**config.mk**
```make
export PLATFORM = sky130hd
export DESIGN_NAME = chan_zero_regs
export DESIGN_NICKNAME = d
export VERILOG_FILES = /design/src/hw/chan_zero_regs.v /design/src/hw/table_loader.v
export VERILOG_INCLUDE_DIRS = /design/src /design/src/hw
export SDC_FILE = /design/constraint.sdc
export NUM_CORES = 1
export LEC_CHECK = 0
export BUFFER_PORTS_ARGS = -buffer_cell sky130_fd_sc_hd__clkbuf_2
export CORE_UTILIZATION = 41
export DETAILED_ROUTE_END_ITERATION = 10
export GPL_TIMING_DRIVEN = 0
export PLACE_DENSITY = 0.88
export SLEW_MARGIN = 20
export SYNTH_ARGS = -nofsm -noshare
export SYNTH_HDL_FRONTEND = slang
export SYNTH_SLANG_ARGS = --single-unit
```
**constraint.sdc**
```tcl
create_clock -name clock -period 1.4 [get_ports clock]
set_input_delay 0.07 -clock clock [delete_from_list [all_inputs] [get_ports clock]]
set_output_delay 0.07 -clock clock [all_outputs]
set_load 0.02 [all_outputs]
```
**src/hw/chan_zero_defs.vh**
```
`ifndef CHAN_ZERO_DEFS_VH
`define CHAN_ZERO_DEFS_VH

// Register byte addresses.
`define CAPABILITY_ADDR      12'h210
`define CONTROL_ADDR         12'h214
`define STATUS_ADDR          12'h218
`define TABLE_BASE_ADDR      12'h240
`define TABLE_LAST_ADDR      12'h27c

// Control register fields.
`define TC_MAP_LSB           0
`define TC_MAP_MSB           7
`define TC_MAP_RESET         8'hff
`define LOAD_TRIGGER_BIT     16
`define SCHEME_LSB           17
`define SCHEME_MSB           19
`define SCHEME_RESET         3'h0
`define CHANNEL_ID_LSB       24
`define CHANNEL_ID_MSB       26
`define CHANNEL_ID_VALUE     3'h0
`define CHANNEL_ENABLE_BIT   31
`define CHANNEL_ENABLE_VALUE 1'h1

// Status register fields.
`define DIRTY_FLAG_BIT       16
`define NEGOTIATION_BIT      17
`define NEGOTIATION_VALUE    1'h0

// Capability register fields.
`define CAPABILITY_LSB       0
`define CAPABILITY_MSB       7
`define CAPABILITY_VALUE     8'h01
`define TABLE_OFFSET_LSB     24
`define TABLE_OFFSET_MSB     31
`define TABLE_OFFSET_VALUE   8'h04

// Cycles the table transfer into the arbiter takes.
`define LOAD_CYCLES          4'h4

`endif

```
**src/hw/chan_zero_regs.v**
```verilog
// Local design decision: the plain strobed port.
`timescale 1ns/1ps
`include "chan_zero_defs.vh"

// What this block does
// - Read-write three-bit arbitration scheme select.
// - Unsupported scheme selection gives undefined behaviour.
// - Channel identifier reads zero, read-only.
// - Channel enable fixed at one, read-only.
// - Table entry write sets dirty flag.
// - Dirty flag clears after triggered load completes.
// - Dirty flag meaningful only for table schemes.
// - Negotiation pending always reads zero.
// - Load trigger: write one starts, reads zero.
// - Capability advertises only hardware-fixed arbitration.
module chan_zero_regs #(
    parameter [3:0] LOAD_CYCLES = `LOAD_CYCLES
) (
    // Clock and reset.
    input  wire        clock,
    input  wire        resetn,
    // Register port.
    input  wire [11:0] address,
    input  wire [31:0] write_data,
    input  wire        write_strobe,
    input  wire        read_strobe,
    output reg  [31:0] read_data_q,
    // Arbiter side.
    output reg  [2:0]  port_arb_scheme_select_q,
    output reg  [7:0]  tc_map_q,
    output reg         table_load_pulse_q
);

    // Status flag and the loader busy and done outputs, wired straight from the loader.
    reg         arb_table_dirty_flag_q;
    wire        loader_busy;
    wire        loader_done;
    reg         trigger_d;
    reg  [31:0] read_d;

    // True when the address is word-aligned and falls inside the arbitration table window.
    function is_table;
        input [11:0] a;
        begin
            is_table = (a >= `TABLE_BASE_ADDR) && (a <= `TABLE_LAST_ADDR) && (a[1:0] == 2'b00);
        end
    endfunction

    // Assembles the control register image.
    function [31:0] control_image;
        input [2:0] scheme;
        input [7:0] map;
        begin
            control_image = 32'h0;
            control_image[`TC_MAP_MSB:`TC_MAP_LSB] = map;
            control_image[`SCHEME_MSB:`SCHEME_LSB] = scheme;
            control_image[`CHANNEL_ID_MSB:`CHANNEL_ID_LSB] = `CHANNEL_ID_VALUE;
            control_image[`CHANNEL_ENABLE_BIT] = `CHANNEL_ENABLE_VALUE;
            control_image[`LOAD_TRIGGER_BIT] = 1'b0;
        end
    endfunction

    // Decodes a load request from a control write with the trigger bit high.
    always @* begin
        trigger_d = 1'b0;
        if (write_strobe && (address == `CONTROL_ADDR)) begin
            trigger_d = write_data[`LOAD_TRIGGER_BIT];
        end
    end

    // Sequencer that models the table transfer into the arbiter.
    table_loader #(
        .LOAD_CYCLES (LOAD_CYCLES)
    ) loader (
        .clock  (clock),
        .resetn (resetn),
        .start  (trigger_d),
        .busy_q (loader_busy),
        .done_q (loader_done)
    );

    // Writable control fields; the scheme is stored as written, unchecked.
    always @(posedge clock or negedge resetn) begin
        if (!resetn) begin
            port_arb_scheme_select_q <= `SCHEME_RESET;
            tc_map_q                 <= `TC_MAP_RESET;
            table_load_pulse_q       <= 1'b0;
        end else begin
            table_load_pulse_q <= trigger_d && !loader_busy;
            if (write_strobe && (address == `CONTROL_ADDR)) begin
                // Scheme values outside the capability are kept; their effect is undefined.
                port_arb_scheme_select_q <= write_data[`SCHEME_MSB:`SCHEME_LSB];
                // Traffic class 0 stays mapped; its bit is read-only.
                tc_map_q <= {write_data[`TC_MAP_MSB:`TC_MAP_LSB + 1], 1'b1};
            end
        end
    end

    // Dirty flag: a table write sets it, load completion clears, set wins.
    always @(posedge clock or negedge resetn) begin
        if (!resetn) begin
            arb_table_dirty_flag_q <= 1'b0;
        end else if (write_strobe && is_table(address)) begin
            arb_table_dirty_flag_q <= 1'b1;
        end else if (loader_done) begin
            // Kept regardless of scheme; it only matters for table schemes.
            arb_table_dirty_flag_q <= 1'b0;
        end
    end

    // Read multiplexer; unmapped and reserved bits return zero.
    always @* begin
        read_d = 32'h0;
        if (address == `CAPABILITY_ADDR) begin
            read_d[`CAPABILITY_MSB:`CAPABILITY_LSB] = `CAPABILITY_VALUE;
            read_d[`TABLE_OFFSET_MSB:`TABLE_OFFSET_LSB] = `TABLE_OFFSET_VALUE;
        end else if (address == `CONTROL_ADDR) begin
            read_d = control_image(port_arb_scheme_select_q, tc_map_q);
        end else if (address == `STATUS_ADDR) begin
            read_d[`DIRTY_FLAG_BIT] = arb_table_dirty_flag_q;
            read_d[`NEGOTIATION_BIT] = `NEGOTIATION_VALUE;
        end else begin
            read_d = 32'h0;
        end
    end

    // Read data stand in the cycle after the strobe only.
    always @(posedge clock or negedge resetn) begin
        if (!resetn) begin
            read_data_q <= 32'h0;
        end else if (read_strobe) begin
            read_data_q <= read_d;
        end else begin
            read_data_q <= 32'h0;
        end
    end

endmodule // chan_zero_regs

```
**src/hw/table_loader.v**
```verilog
`timescale 1ns/1ps
`include "chan_zero_defs.vh"

// Sequences the transfer of table values into the arbitration logic.
module table_loader #(
    parameter [3:0] LOAD_CYCLES = `LOAD_CYCLES
) (
    // Clock and reset.
    input  wire       clock,
    input  wire       resetn,
    // Control.
    input  wire       start,
    output reg        busy_q,
    output reg        done_q
);

    // Remaining transfer cycles.
    reg [3:0] count_q;

    // Counts the transfer down and pulses done at its end.
    always @(posedge clock or negedge resetn) begin
        if (!resetn) begin
            count_q <= 4'h0;
            busy_q  <= 1'b0;
            done_q  <= 1'b0;
        end else begin
            done_q <= 1'b0;
            if (start && !busy_q) begin
                // A new load begins; a trigger while busy is ignored and starts no further load.
                count_q <= LOAD_CYCLES;
                busy_q  <= 1'b1;
            end else if (busy_q) begin
                if (count_q == 4'h1) begin
                    busy_q <= 1'b0;
                    done_q <= 1'b1;
                end
                count_q <= count_q - 4'h1;
            end
        end
    end

endmodule // table_loader

```
==> results of run 1 <==
[cells by family (layout without fill, tap and decap cells)]
| family | count (synthesis) | in the layout | share of synthesized area, % |
|---|---|---|---|
| AOI/OAI and AO/OA | 5 | 5 | 2.75 |
| xor gates and xnor gates | 2 | 2 | 1.24 |
| adders and majority gates | 2 | 2 | 1.77 |
| buffers and inverters | 26 | 99 | 12.3 |
| DFF | 32 | 32 | 57.4 |
| muxes | 11 | 11 | 8.78 |
| other | 2 | 19 | 0.533 |
| and+or+nand+nor | 32 | 32 | 15.2 |
[registers in the layout, indices dropped and copies added, names as in the netlist]
name,flops
read_data_q,14
tc_map_q,7
loader.count_q,4
port_arb_scheme_select_q,3
arb_table_dirty_flag_q,1
loader.busy_q,1
loader.done_q,1
table_load_pulse_q,1
[final cells by class]
cell class                 count  area, µm²  area share (%)
multi-input combinational     71        512            25.5
buffer                        21        155            7.74
sequential                    32        810            40.4
inverter                       5       18.8           0.936
clock buffer                   8       58.8            2.93
timing repair buffer          65        395            19.7
tap                           44       55.1            2.75
[layer usage]
metal | up-vias | wire length [µm] | share of wire [%] | track usage (%)
li1 | 520 | - | - | -
met1 | 506 | 1170 | 40 | 17.3
met2 | 52 | 1570 | 53 | 31.2
met3 | 6 | 173 | 5.9 | 7.46
met4 | 0 | 40 | 1.4 | 7.47
met5 | - | 0 | 0 | 0
[where the power goes]
part	internal, mW	switching [mW]	leakage (nW)
Sequential	0.936	0.0107	0.411
Combinational	0.117	0.120	0.652
Clock	0.248	0.288	0.0326
Total	1.30	0.419	1.10
[stage by stage]
stage / hold slack [ns] / power (mW)
final: 0.0253 / 1.72
after CTS: 0.0143 / 1.72
after floorplan: -0.226 / 1.09
after global routing: 0.0270 / 1.81
after detailed placement: 0.169 / 1.16
after global placement: 0.170 / 1.16
[path summary, 6_finish.rpt]
path	depth (start not counted)	from	slack, ns	to
max in group asynchronous	2	resetn	0.57	read_data_q[4]
max reg2reg	4	loader.count_q[1]	0.25	loader.busy_q
min	3	address[6]	0.03	arb_table_dirty_flag_q
min reg2reg	1	loader.done_q	0.44	arb_table_dirty_flag_q
max	5	address[7]	-0.04	read_data_q[26]
min in group asynchronous	2	resetn	0.34	read_data_q[19]
[what timing repair did]
action	CTS	global route
hold endpoints to repair	38	0
buffers inserted	0	0
hold buffers	14	0
resized for setup	0	3
endpoints found under the setup margin	0	11
[synth_stat cells, drive strengths merged, types with 2 or more instances]
cell | instances | share of area [%]
mux2 | 11 | 8.8
and2 | 10 | 4.4
inv | 5 | 1.3
ha | 2 | 1.8
conb | 2 | 0.53
buf | 21 | 11
nand3 | 2 | 0.71
dfrtp | 25 | 44
nor4b | 3 | 2.3
nor3 | 3 | 1.1
nor2 | 4 | 1.1
nor4bb | 2 | 1.4
dfstp | 7 | 13
[worst reg2reg max path, stage by stage (launching register included)]
cell     delay [ns]
dfrtp_1        0.41
inv_1          0.09
ha_1           0.14
nor4b_1        0.31
nor2_1         0.09
==> flow_metrics.env, run 1 <==
export IMPL_status="complete, but fails checks"
export IMPL_critical_path_max_stage_delay_ns=0.59
export IMPL_dieArea_um2=3680
export IMPL_clockBufferDepth=2
export IMPL_n_antenna_cell=0
export IMPL_dr_pass1_iters=4
export IMPL_yosysWarningCount=0
export IMPL_fin_worst_skew_ns=0.00825
export IMPL_finalNonFillerCells=246
export IMPL_setup_slack_ns=-0.0375
export IMPL_peakVddDrop_uv=492
export IMPL_powerDensity_nw_per_um2=858
export IMPL_clock_sinks=32
export IMPL_synthCells=112
export IMPL_grt_pass1_vias=1006
export IMPL_hold_viol_final=0
export IMPL_max_slew_margin_pct=49.7
export IMPL_crit_slowest_cell="dlygate4sd3_1"
export IMPL_row_count=20
export IMPL_worst_pin_slew_ns=0.755
export IMPL_grt_util_all_layers_pct=17.3
export IMPL_htree_levels=2
export IMPL_portBuffers=51
export IMPL_finalSetupViolations=1
export IMPL_path_buf_inv=2
export IMPL_cts_tree="yes"
export IMPL_dpl_cell_area_um2=1780
export IMPL_seq_area_frac_synth_pct=57.4
export IMPL_drive_gt1_share_pct=50.5
export IMPL_crit_family="simple AND/OR/NAND/NOR gates"
export IMPL_p_leak_nw=1.10
export IMPL_antenna_found_initial=0
export IMPL_critPathKind="in2reg"
export IMPL_fill_cells=258
export IMPL_grt_pass1_wl_um=4330
export IMPL_setup_worst_path_start_class="input pin"
export IMPL_die_x_um=60.6
export IMPL_critPathRequiredTime_ns=1.66
export IMPL_io_pins=92
export IMPL_start_util_pct=44.7
export IMPL_final_util_pct=63.6
export IMPL_syn_avg_cell_area_um2=12.6
export IMPL_min_period_over_period_pct=103
export IMPL_drv_cap=0
export IMPL_crit_fanout=3
export IMPL_grt_overflow_total=0
export IMPL_routed_wirelength_um=2950
export IMPL_drv_slew=0
export IMPL_crit_path_end_kind="flip-flop"
export IMPL_yosysUniqueCellTypes=30
export IMPL_ys_flop_type="dfrtp_1"
export IMPL_dp_cells=224
export IMPL_synthToLayoutAreaGrowth_pct=42.1
export IMPL_design_area_um2=2000
export IMPL_min_period_ns=1.44
export IMPL_clock_latency_ns=0.32
export IMPL_path_clk_slew_ns=0.09
export IMPL_cts_root_buf="clkbuf_4"
export IMPL_min_path_type="in2reg"
export IMPL_grt_max_degree=33
export IMPL_async_reset_ff_share_pct=100
export IMPL_violations="setup timing"
export IMPL_first_iter_violations=29
export IMPL_synth_edf_count=0
export IMPL_ant_nets=0
export IMPL_tns_ns=-0.0375
export IMPL_place_hpwl_um=1950
export IMPL_final_common_cell="clkbuf_2"
export IMPL_cp_cell_sequence="clkbuf_2 > nor4bb_1 > nand3_1 > nor3_1 > dlygate4sd3_1"
export IMPL_gp_congestion=0.777
export IMPL_vias=1084
export IMPL_cts_buffers=5
export IMPL_wire_per_inst_um=12.0
export IMPL_post_place_ws_ns=-0.288
export IMPL_routed_via_density=4.41
export IMPL_die_height_um=60.6
export IMPL_core_area_um2=3150
export IMPL_ys_ff_latch=32
export IMPL_layout_common_cells="clkbuf_2 (51), dfrtp_1 (25), buf_4 (20)"
export IMPL_synth_area_um2=1410
export IMPL_arrival_ns=1.70
export IMPL_max_freq_mhz=696
export IMPL_drc=0
export IMPL_final_nets=251
Power figures use the tool's default switching activity.
==> run 2, diff against run 1 <==
--- a/config.mk
+++ b/config.mk
@@ -7,11 +7,12 @@
 export NUM_CORES = 1
 export LEC_CHECK = 0
 export BUFFER_PORTS_ARGS = -buffer_cell sky130_fd_sc_hd__clkbuf_2
-export CORE_UTILIZATION = 41
+export CORE_UTILIZATION = 42
 export DETAILED_ROUTE_END_ITERATION = 10
 export GPL_TIMING_DRIVEN = 0
-export PLACE_DENSITY = 0.88
+export PLACE_DENSITY = 0.9
 export SLEW_MARGIN = 20
 export SYNTH_ARGS = -nofsm -noshare
 export SYNTH_HDL_FRONTEND = slang
+export SYNTH_HIERARCHICAL = 1
 export SYNTH_SLANG_ARGS = --single-unit
==> run 2 against run 1 <==
Net effect:
- total power down 2.2%
- cell count rose by 0.41%
- the flow now finishes without violations
- count of clock-buffer cells in the layout shrank 1
- area after synthesis up 1.1%
- non-clock buffer count up 1
==> flow_metrics.env, run 2 <==
export IMPL_grt_max_degree=33
export IMPL_r2r_setup_slack_ns=0.23
export IMPL_htree_levels=2
export IMPL_async_reset_ff_share_pct=100
export IMPL_grt_pass1_wl_um=4300
export IMPL_n_antenna_cell=0
export IMPL_netlist_area_leader_share_pct=43.9
export IMPL_dr_pass1_iters=4
export IMPL_setup_worst_path_start_class="input pin"
export IMPL_arrival_ns=1.54
export IMPL_intPower_mw=1.25
export IMPL_drv_cap=0
export IMPL_place_hpwl_um=2040
export IMPL_final_common_cell="clkbuf_2"
export IMPL_critPathRequiredTime_ns=1.66
export IMPL_top_regs="read_data_q: 14 flops, tc_map_q: 7 flops, loader/count_q: 4 flops"
export IMPL_first_iter_violations=43
export IMPL_crit_path_end_kind="flip-flop"
export IMPL_yosysTopAreaCell="dfrtp_1"
export IMPL_rsz0062_at_grt="no"
export IMPL_crit_family="simple AND/OR/NAND/NOR gates"
export IMPL_synth_mux_area_share_pct=8.69
export IMPL_synth_adder_area_share_pct=1.76
export IMPL_grt_pass1_vias=1028
export IMPL_synth_top_family_by_area="simple AND/OR/NAND/NOR gates"
export IMPL_grt_util_all_layers_pct=16.7
export IMPL_portBuffers=51
export IMPL_fin_worst_skew_ns=0.00429
export IMPL_syn_avg_cell_area_um2=12.7
export IMPL_drv_slew=0
export IMPL_status="finished, final reports clean"
export IMPL_seq_area_frac_synth_pct=56.8
export IMPL_clock_latency_ns=0.32
export IMPL_drive_gt1_share_pct=49.3
export IMPL_start_util_pct=45.6
export IMPL_gp_congestion=0.748
export IMPL_max_flop_register="read_data_q"
export IMPL_max_slew_margin_pct=51.4
export IMPL_finalNonFillerCells=247
export IMPL_power_frac_seq_pct=56.8
export IMPL_power_mw=1.68
export IMPL_synth_edf_count=0
export IMPL_finalSetupViolations=0
export IMPL_yosysMostFrequentCell="dfrtp_1"
export IMPL_synth_area_leaders="dfrtp_1 (44%), dfstp_2 (13%), buf_4 (10%), mux2_2 (8.7%), and3_1 (4.4%)"
export IMPL_dieArea_um2=3630
export IMPL_die_x_um=60.3
export IMPL_routed_wirelength_um=2900
export IMPL_design_area_um2=2000
export IMPL_cp_cell_sequence="clkbuf_2 > nor4_4 > nand4_1 > nor3_1 > dlygate4sd3_1"
export IMPL_fill_cells=242
export IMPL_min_period_over_period_pct=91.1
export IMPL_die_height_um=60.3
export IMPL_dpl_cell_area_um2=1800
export IMPL_grt_overflow_total=0
export IMPL_cts_tree="yes"
export IMPL_yosysWarningCount=6
export IMPL_critPathKind="in2reg"
export IMPL_cts_buffers=5
export IMPL_worst_pin_slew_ns=0.729
export IMPL_row_count=20
export IMPL_crit_slowest_cell="dlygate4sd3_1"
export IMPL_final_nets=252
export IMPL_ys_flop_type="dfrtp_1"
export IMPL_antenna_found_initial=0
export IMPL_synth_simple_area_share_pct=17.2
export IMPL_cts_root_buf="clkbuf_4"
export IMPL_ys_top_cells_by_count="dfrtp_1 (25), buf_4 (19), mux2_2 (11)"
export IMPL_dp_cells=224
export IMPL_clock_sinks=32
export IMPL_path_buf_inv=2
export IMPL_max_freq_mhz=784
export IMPL_crit_fanout=5
export IMPL_p_leak_nw=1.14
export IMPL_hold_viol_final=0
export IMPL_min_path_type="in2reg"
export IMPL_clockBufferDepth=2
export IMPL_synthToLayoutAreaGrowth_pct=40.3
export IMPL_synth_compound_area_share_pct=2.72
export IMPL_yosysUniqueCellTypes=30
export IMPL_p_switching_mw=0.428
export IMPL_synth_xor_area_share_pct=0.615
export IMPL_powerDensity_nw_per_um2=841
export IMPL_p_sw_share_pct=25.4
export IMPL_path_clk_slew_ns=0.09
export IMPL_synth_area_um2=1430
export IMPL_vias=1100
export IMPL_comb_power_share_pct=14.4
export IMPL_routed_via_density=4.45
export IMPL_min_period_ns=1.28
export IMPL_largest_reg_flops=14
export IMPL_critical_path_max_stage_delay_ns=0.57
export IMPL_synthCells=112
export IMPL_ys_ff_latch=32
export IMPL_drc=0
export IMPL_ant_nets=0
export IMPL_wire_per_inst_um=11.7
export IMPL_peakVddDrop_uv=461
export IMPL_core_area_um2=3130
export IMPL_layout_common_cells="clkbuf_2 (52), dfrtp_1 (25), buf_4 (19), conb_1 (19), dlygate4sd3_1 (15)"
export IMPL_io_pins=92
export IMPL_p_clk_share_pct=28.8
-- run 2: tightest hold or removal path, cell delays in order --
cell	delay, ns
clkbuf_2	0.12
nand2_1	0.07
nor3_1	0.04
-- run 2: power by group through the flow --
stage / Combinational, mW / Clock (mW) / Sequential, mW
after floorplan: 0.137 / 0 / 0.970
after global placement: 0.205 / 0 / 0.970
after detailed placement: 0.211 / 0 / 0.971
after global routing: 0.265 / 0.537 / 0.957
final: 0.242 / 0.484 / 0.955
after CTS: 0.242 / 0.497 / 0.954
-- run 2: layout make-up --
class	instances	area, µm²	area share (%)
buffer	21	151	7.57
clock buffer	7	45.0	2.25
clock inverter	1	5.00	0.250
inverter	4	15.0	0.751
multi-input combinational	72	513	25.7
sequential	32	810	40.5
tap	44	55.1	2.75
timing repair buffer	66	405	20.3
-- run 2: layer usage --
| layer | track usage, % | part of all wire [%] |
|---|---|---|
| met2 | 30.5 | 55 |
| met4 | 7.64 | 0.86 |
| met3 | 6.49 | 8.5 |
| met1 | 16.4 | 36 |
| met5 | 0 | 0 |
-- run 2: repair_timing --
| item | CTS | global route |
|---|---|---|
| gates resized for setup | 0 | 0 |
| buffers inserted | 0 | 0 |
| hold buffers | 15 | 0 |
| endpoints found under the hold margin | 39 | 0 |
| endpoints found under the setup margin | 0 | 0 |
-- run 2: per-stage QoR --
step	setup slack [ns]	util, %	hold slack [ns]	setup TNS, ns
6_report	0.124	63.9	0.0141	0
5_1_grt	0.000739	63.9	0.00164	0
4_1_cts	0.177	63.9	0.00271	0
3_5_place_dp	-0.115	57.5	0.167	-0.141
3_3_place_gp	-0.0894	57.5	0.164	-0.100
2_1_floorplan	0.129	-	-0.226	0
-- run 2: final timing paths --
kind | startpoint | to | cells past startpoint
min in group asynchronous | resetn | read_data_q[19] | 2
worst min-delay path | address[3] | read_data_q[16] | 3
worst max register to register | loader/count_q[0] | loader/count_q[3] | 2
max in group asynchronous | resetn | read_data_q[0] | 2
worst min register to register | loader/done_q | arb_table_dirty_flag_q | 1
worst max-delay path | address[10] | read_data_q[26] | 5
-- run 2: cell families after synthesis --
family | Yosys count
adder cells (fa/ha/maj) | 2
AND/OR/NAND/NOR | 34
buffers and inverters | 25
other | 2
flip-flops | 32
AO/OA/AOI/OAI | 5
XOR/XNOR | 1
multiplexers | 11
==> run 3, diff against run 2 <==
--- a/config.mk
+++ b/config.mk
@@ -7,10 +7,10 @@
 export NUM_CORES = 1
 export LEC_CHECK = 0
 export BUFFER_PORTS_ARGS = -buffer_cell sky130_fd_sc_hd__clkbuf_2
-export CORE_UTILIZATION = 42
+export CORE_UTILIZATION = 40
 export DETAILED_ROUTE_END_ITERATION = 10
 export GPL_TIMING_DRIVEN = 0
-export PLACE_DENSITY = 0.9
+export PLACE_DENSITY_LB_ADDON = 0.08
 export SLEW_MARGIN = 20
 export SYNTH_ARGS = -nofsm -noshare
 export SYNTH_HDL_FRONTEND = slang
==> run 3 against run 2 <==
Net effect:
- clock skew shrank 0.0021 ns
- register-to-register slack gained 0.02 ns
- wire length shrank 0.41%
- sequential power is essentially flat
- global-route usage grew 0.34 points
- first-iteration DRC count grew 30%
- count of clock-buffer cells in the layout shrank 2
- clock power grew 44%
- critical path depth grew 2
- die area grew 4.8%
- combinational power is essentially flat
- critical endpoint is now loader/count_q[3]
- largest power group unchanged
==> flow_metrics.env, run 3 (synthesis gave the netlist of run 2 again) <==
export IMPL_status="finished, final reports clean"
export IMPL_grt_max_degree=33
export IMPL_clock_sinks=32
export IMPL_powerDensity_nw_per_um2=916
export IMPL_top_regs="read_data_q: 14 flops, tc_map_q: 7 flops, loader/count_q: 4 flops"
export IMPL_core_area_um2=3360
export IMPL_portBuffers=51
export IMPL_cts_root_buf="clkbuf_4"
export IMPL_grt_overflow_total=0
export IMPL_routed_wirelength_um=2890
export IMPL_die_height_um=61.7
export IMPL_dr_pass1_iters=4
export IMPL_min_period_over_period_pct=96.8
export IMPL_row_count=21
export IMPL_start_util_pct=42.4
export IMPL_fin_worst_skew_ns=0.00217
export IMPL_die_x_um=61.7
export IMPL_critical_path_max_stage_delay_ns=0.54
export IMPL_reg2reg_to="loader/count_q[3]"
export IMPL_drc=0
export IMPL_routed_via_density=4.37
export IMPL_peakVddDrop_uv=542
export IMPL_final_nets=255
export IMPL_critPathKind="in2reg"
export IMPL_post_place_ws_ns=-0.123
export IMPL_critPathRequiredTime_ns=1.62
export IMPL_crit_top_cell="nor2_2"
export IMPL_whs_ns=0.104
export IMPL_dieArea_um2=3810
export IMPL_crit_fanout=4
export IMPL_cp_cell_sequence="dlygate4sd3_1 > clkbuf_2 > and3b_2 > nand2_1 > nor2_2 > nor2_2 > a221o_1"
export IMPL_drv_slew=0
export IMPL_wire_per_inst_um=11.4
export IMPL_worstHoldStart="address[5]"
export IMPL_setup_slack_ns=0.0454
export IMPL_path_clk_slew_ns=0.10
export IMPL_io_pins=92
export IMPL_r2r_start="loader/count_q[0]"
export IMPL_hold_path_cell_count=4
export IMPL_p_leak_nw=1.16
export IMPL_min_path_type="in2reg"
export IMPL_min_period_ns=1.35
export IMPL_min_to="read_data_q[0]"
export IMPL_grt_util_all_layers_pct=17.0
export IMPL_gp_congestion=0.725
export IMPL_crit_path_end_kind="flip-flop"
export IMPL_layout_common_cells="clkbuf_2 (52), dfrtp_1 (25), buf_4 (19), conb_1 (19), dlygate4sd3_1 (18)"
export IMPL_post_cts_buffers=0
export IMPL_clockBufferDepth=2
export IMPL_vias=1101
export IMPL_n_antenna_cell=0
export IMPL_grt_pass1_wl_um=4510
export IMPL_htree_levels=2
export IMPL_finalSetupViolations=0
export IMPL_crit_slowest_cell="dlygate4sd3_1"
export IMPL_max_freq_mhz=738
export IMPL_antenna_found_initial=0
export IMPL_largest_reg_flops=14
export IMPL_clock_latency_ns=0.33
export IMPL_final_common_cell="clkbuf_2"
export IMPL_cts_tree="yes"
export IMPL_ant_nets=0
export IMPL_arrival_ns=1.58
export IMPL_first_iter_violations=56
export IMPL_drv_cap=0
export IMPL_worst_r2r_cell_count=2
export IMPL_rsz0062_at_grt="no"
export IMPL_cts_buffers=5
export IMPL_r2r_setup_slack_ns=0.25
export IMPL_max_slew_margin_pct=49.0
export IMPL_drive_gt1_share_pct=51.0
export IMPL_setup_worst_path_start_class="input pin"
export IMPL_hold_viol_final=0
export IMPL_worst_pin_slew_ns=0.764
export IMPL_synthToLayoutAreaGrowth_pct=45.1
export IMPL_max_flop_register="read_data_q"
export IMPL_grt_pass1_vias=1055
[run 3: cell type report]
cell class                 count  area (µm²)
clock buffer                   5        37.5
fill                         308        1290
tap                           46        57.6
timing repair buffer          69         435
multi-input combinational     72         519
sequential                    32         810
inverter                       4        15.0
buffer                        21         151
clock inverter                 3        42.5
[run 3: how the worst max path moves through the flow]
stage,from,to,depth (start not counted)
5_1_grt,write_strobe,loader/count_q[3],7
4_1_cts,write_strobe,loader/count_q[3],7
2_1_floorplan,address[10],loader/count_q[3],5
3_3_place_gp,address[10],loader/count_q[3],6
6_report,write_strobe,loader/count_q[3],7
3_5_place_dp,address[10],loader/count_q[3],6
[run 3: timing repair]
item,in CTS,in global routing
setup endpoints to repair,0,2
endpoints found under the hold margin,40,0
hold buffers,18,0
resized for setup,0,3
[run 3: layer usage]
layer  track usage, %  vias to the layer above  share of wire (%)
li1                 -                      532                  -
met1             17.7                      512                 38
met2             30.0                       51                 52
met3             7.04                        6                7.7
met4             7.94                        0                1.7
met5                0                        -                  0
[run 3: power by group]
group / switching [mW] / total (mW) / internal [mW]
clock network: 0.323 / 0.695 / 0.372
registers: 0.0150 / 0.954 / 0.939
logic: 0.122 / 0.245 / 0.123
total: 0.460 / 1.89 / 1.43
[run 3: stage by stage]
stage | instances | cell area (µm²) | setup TNS (ns) | power, mW | utilization (%)
finish | 252 | 2070 | 0 | 1.89 | 61.5
global route | 252 | 2070 | 0 | 1.99 | 61.5
CTS | 252 | 2060 | 0 | 1.92 | 61.3
detailed placement | 226 | 1800 | -0.166 | 1.18 | 53.6
global placement | 226 | 1800 | -0.110 | 1.18 | 53.6
floorplan | 129 | 1490 | 0 | 1.11 | -
[run 3: worst max-delay path: cells and delay by family]
kind	cells	cell delay, ns
buf+inv	2	0.66
compound gates	1	0.35
simple gates	4	0.51
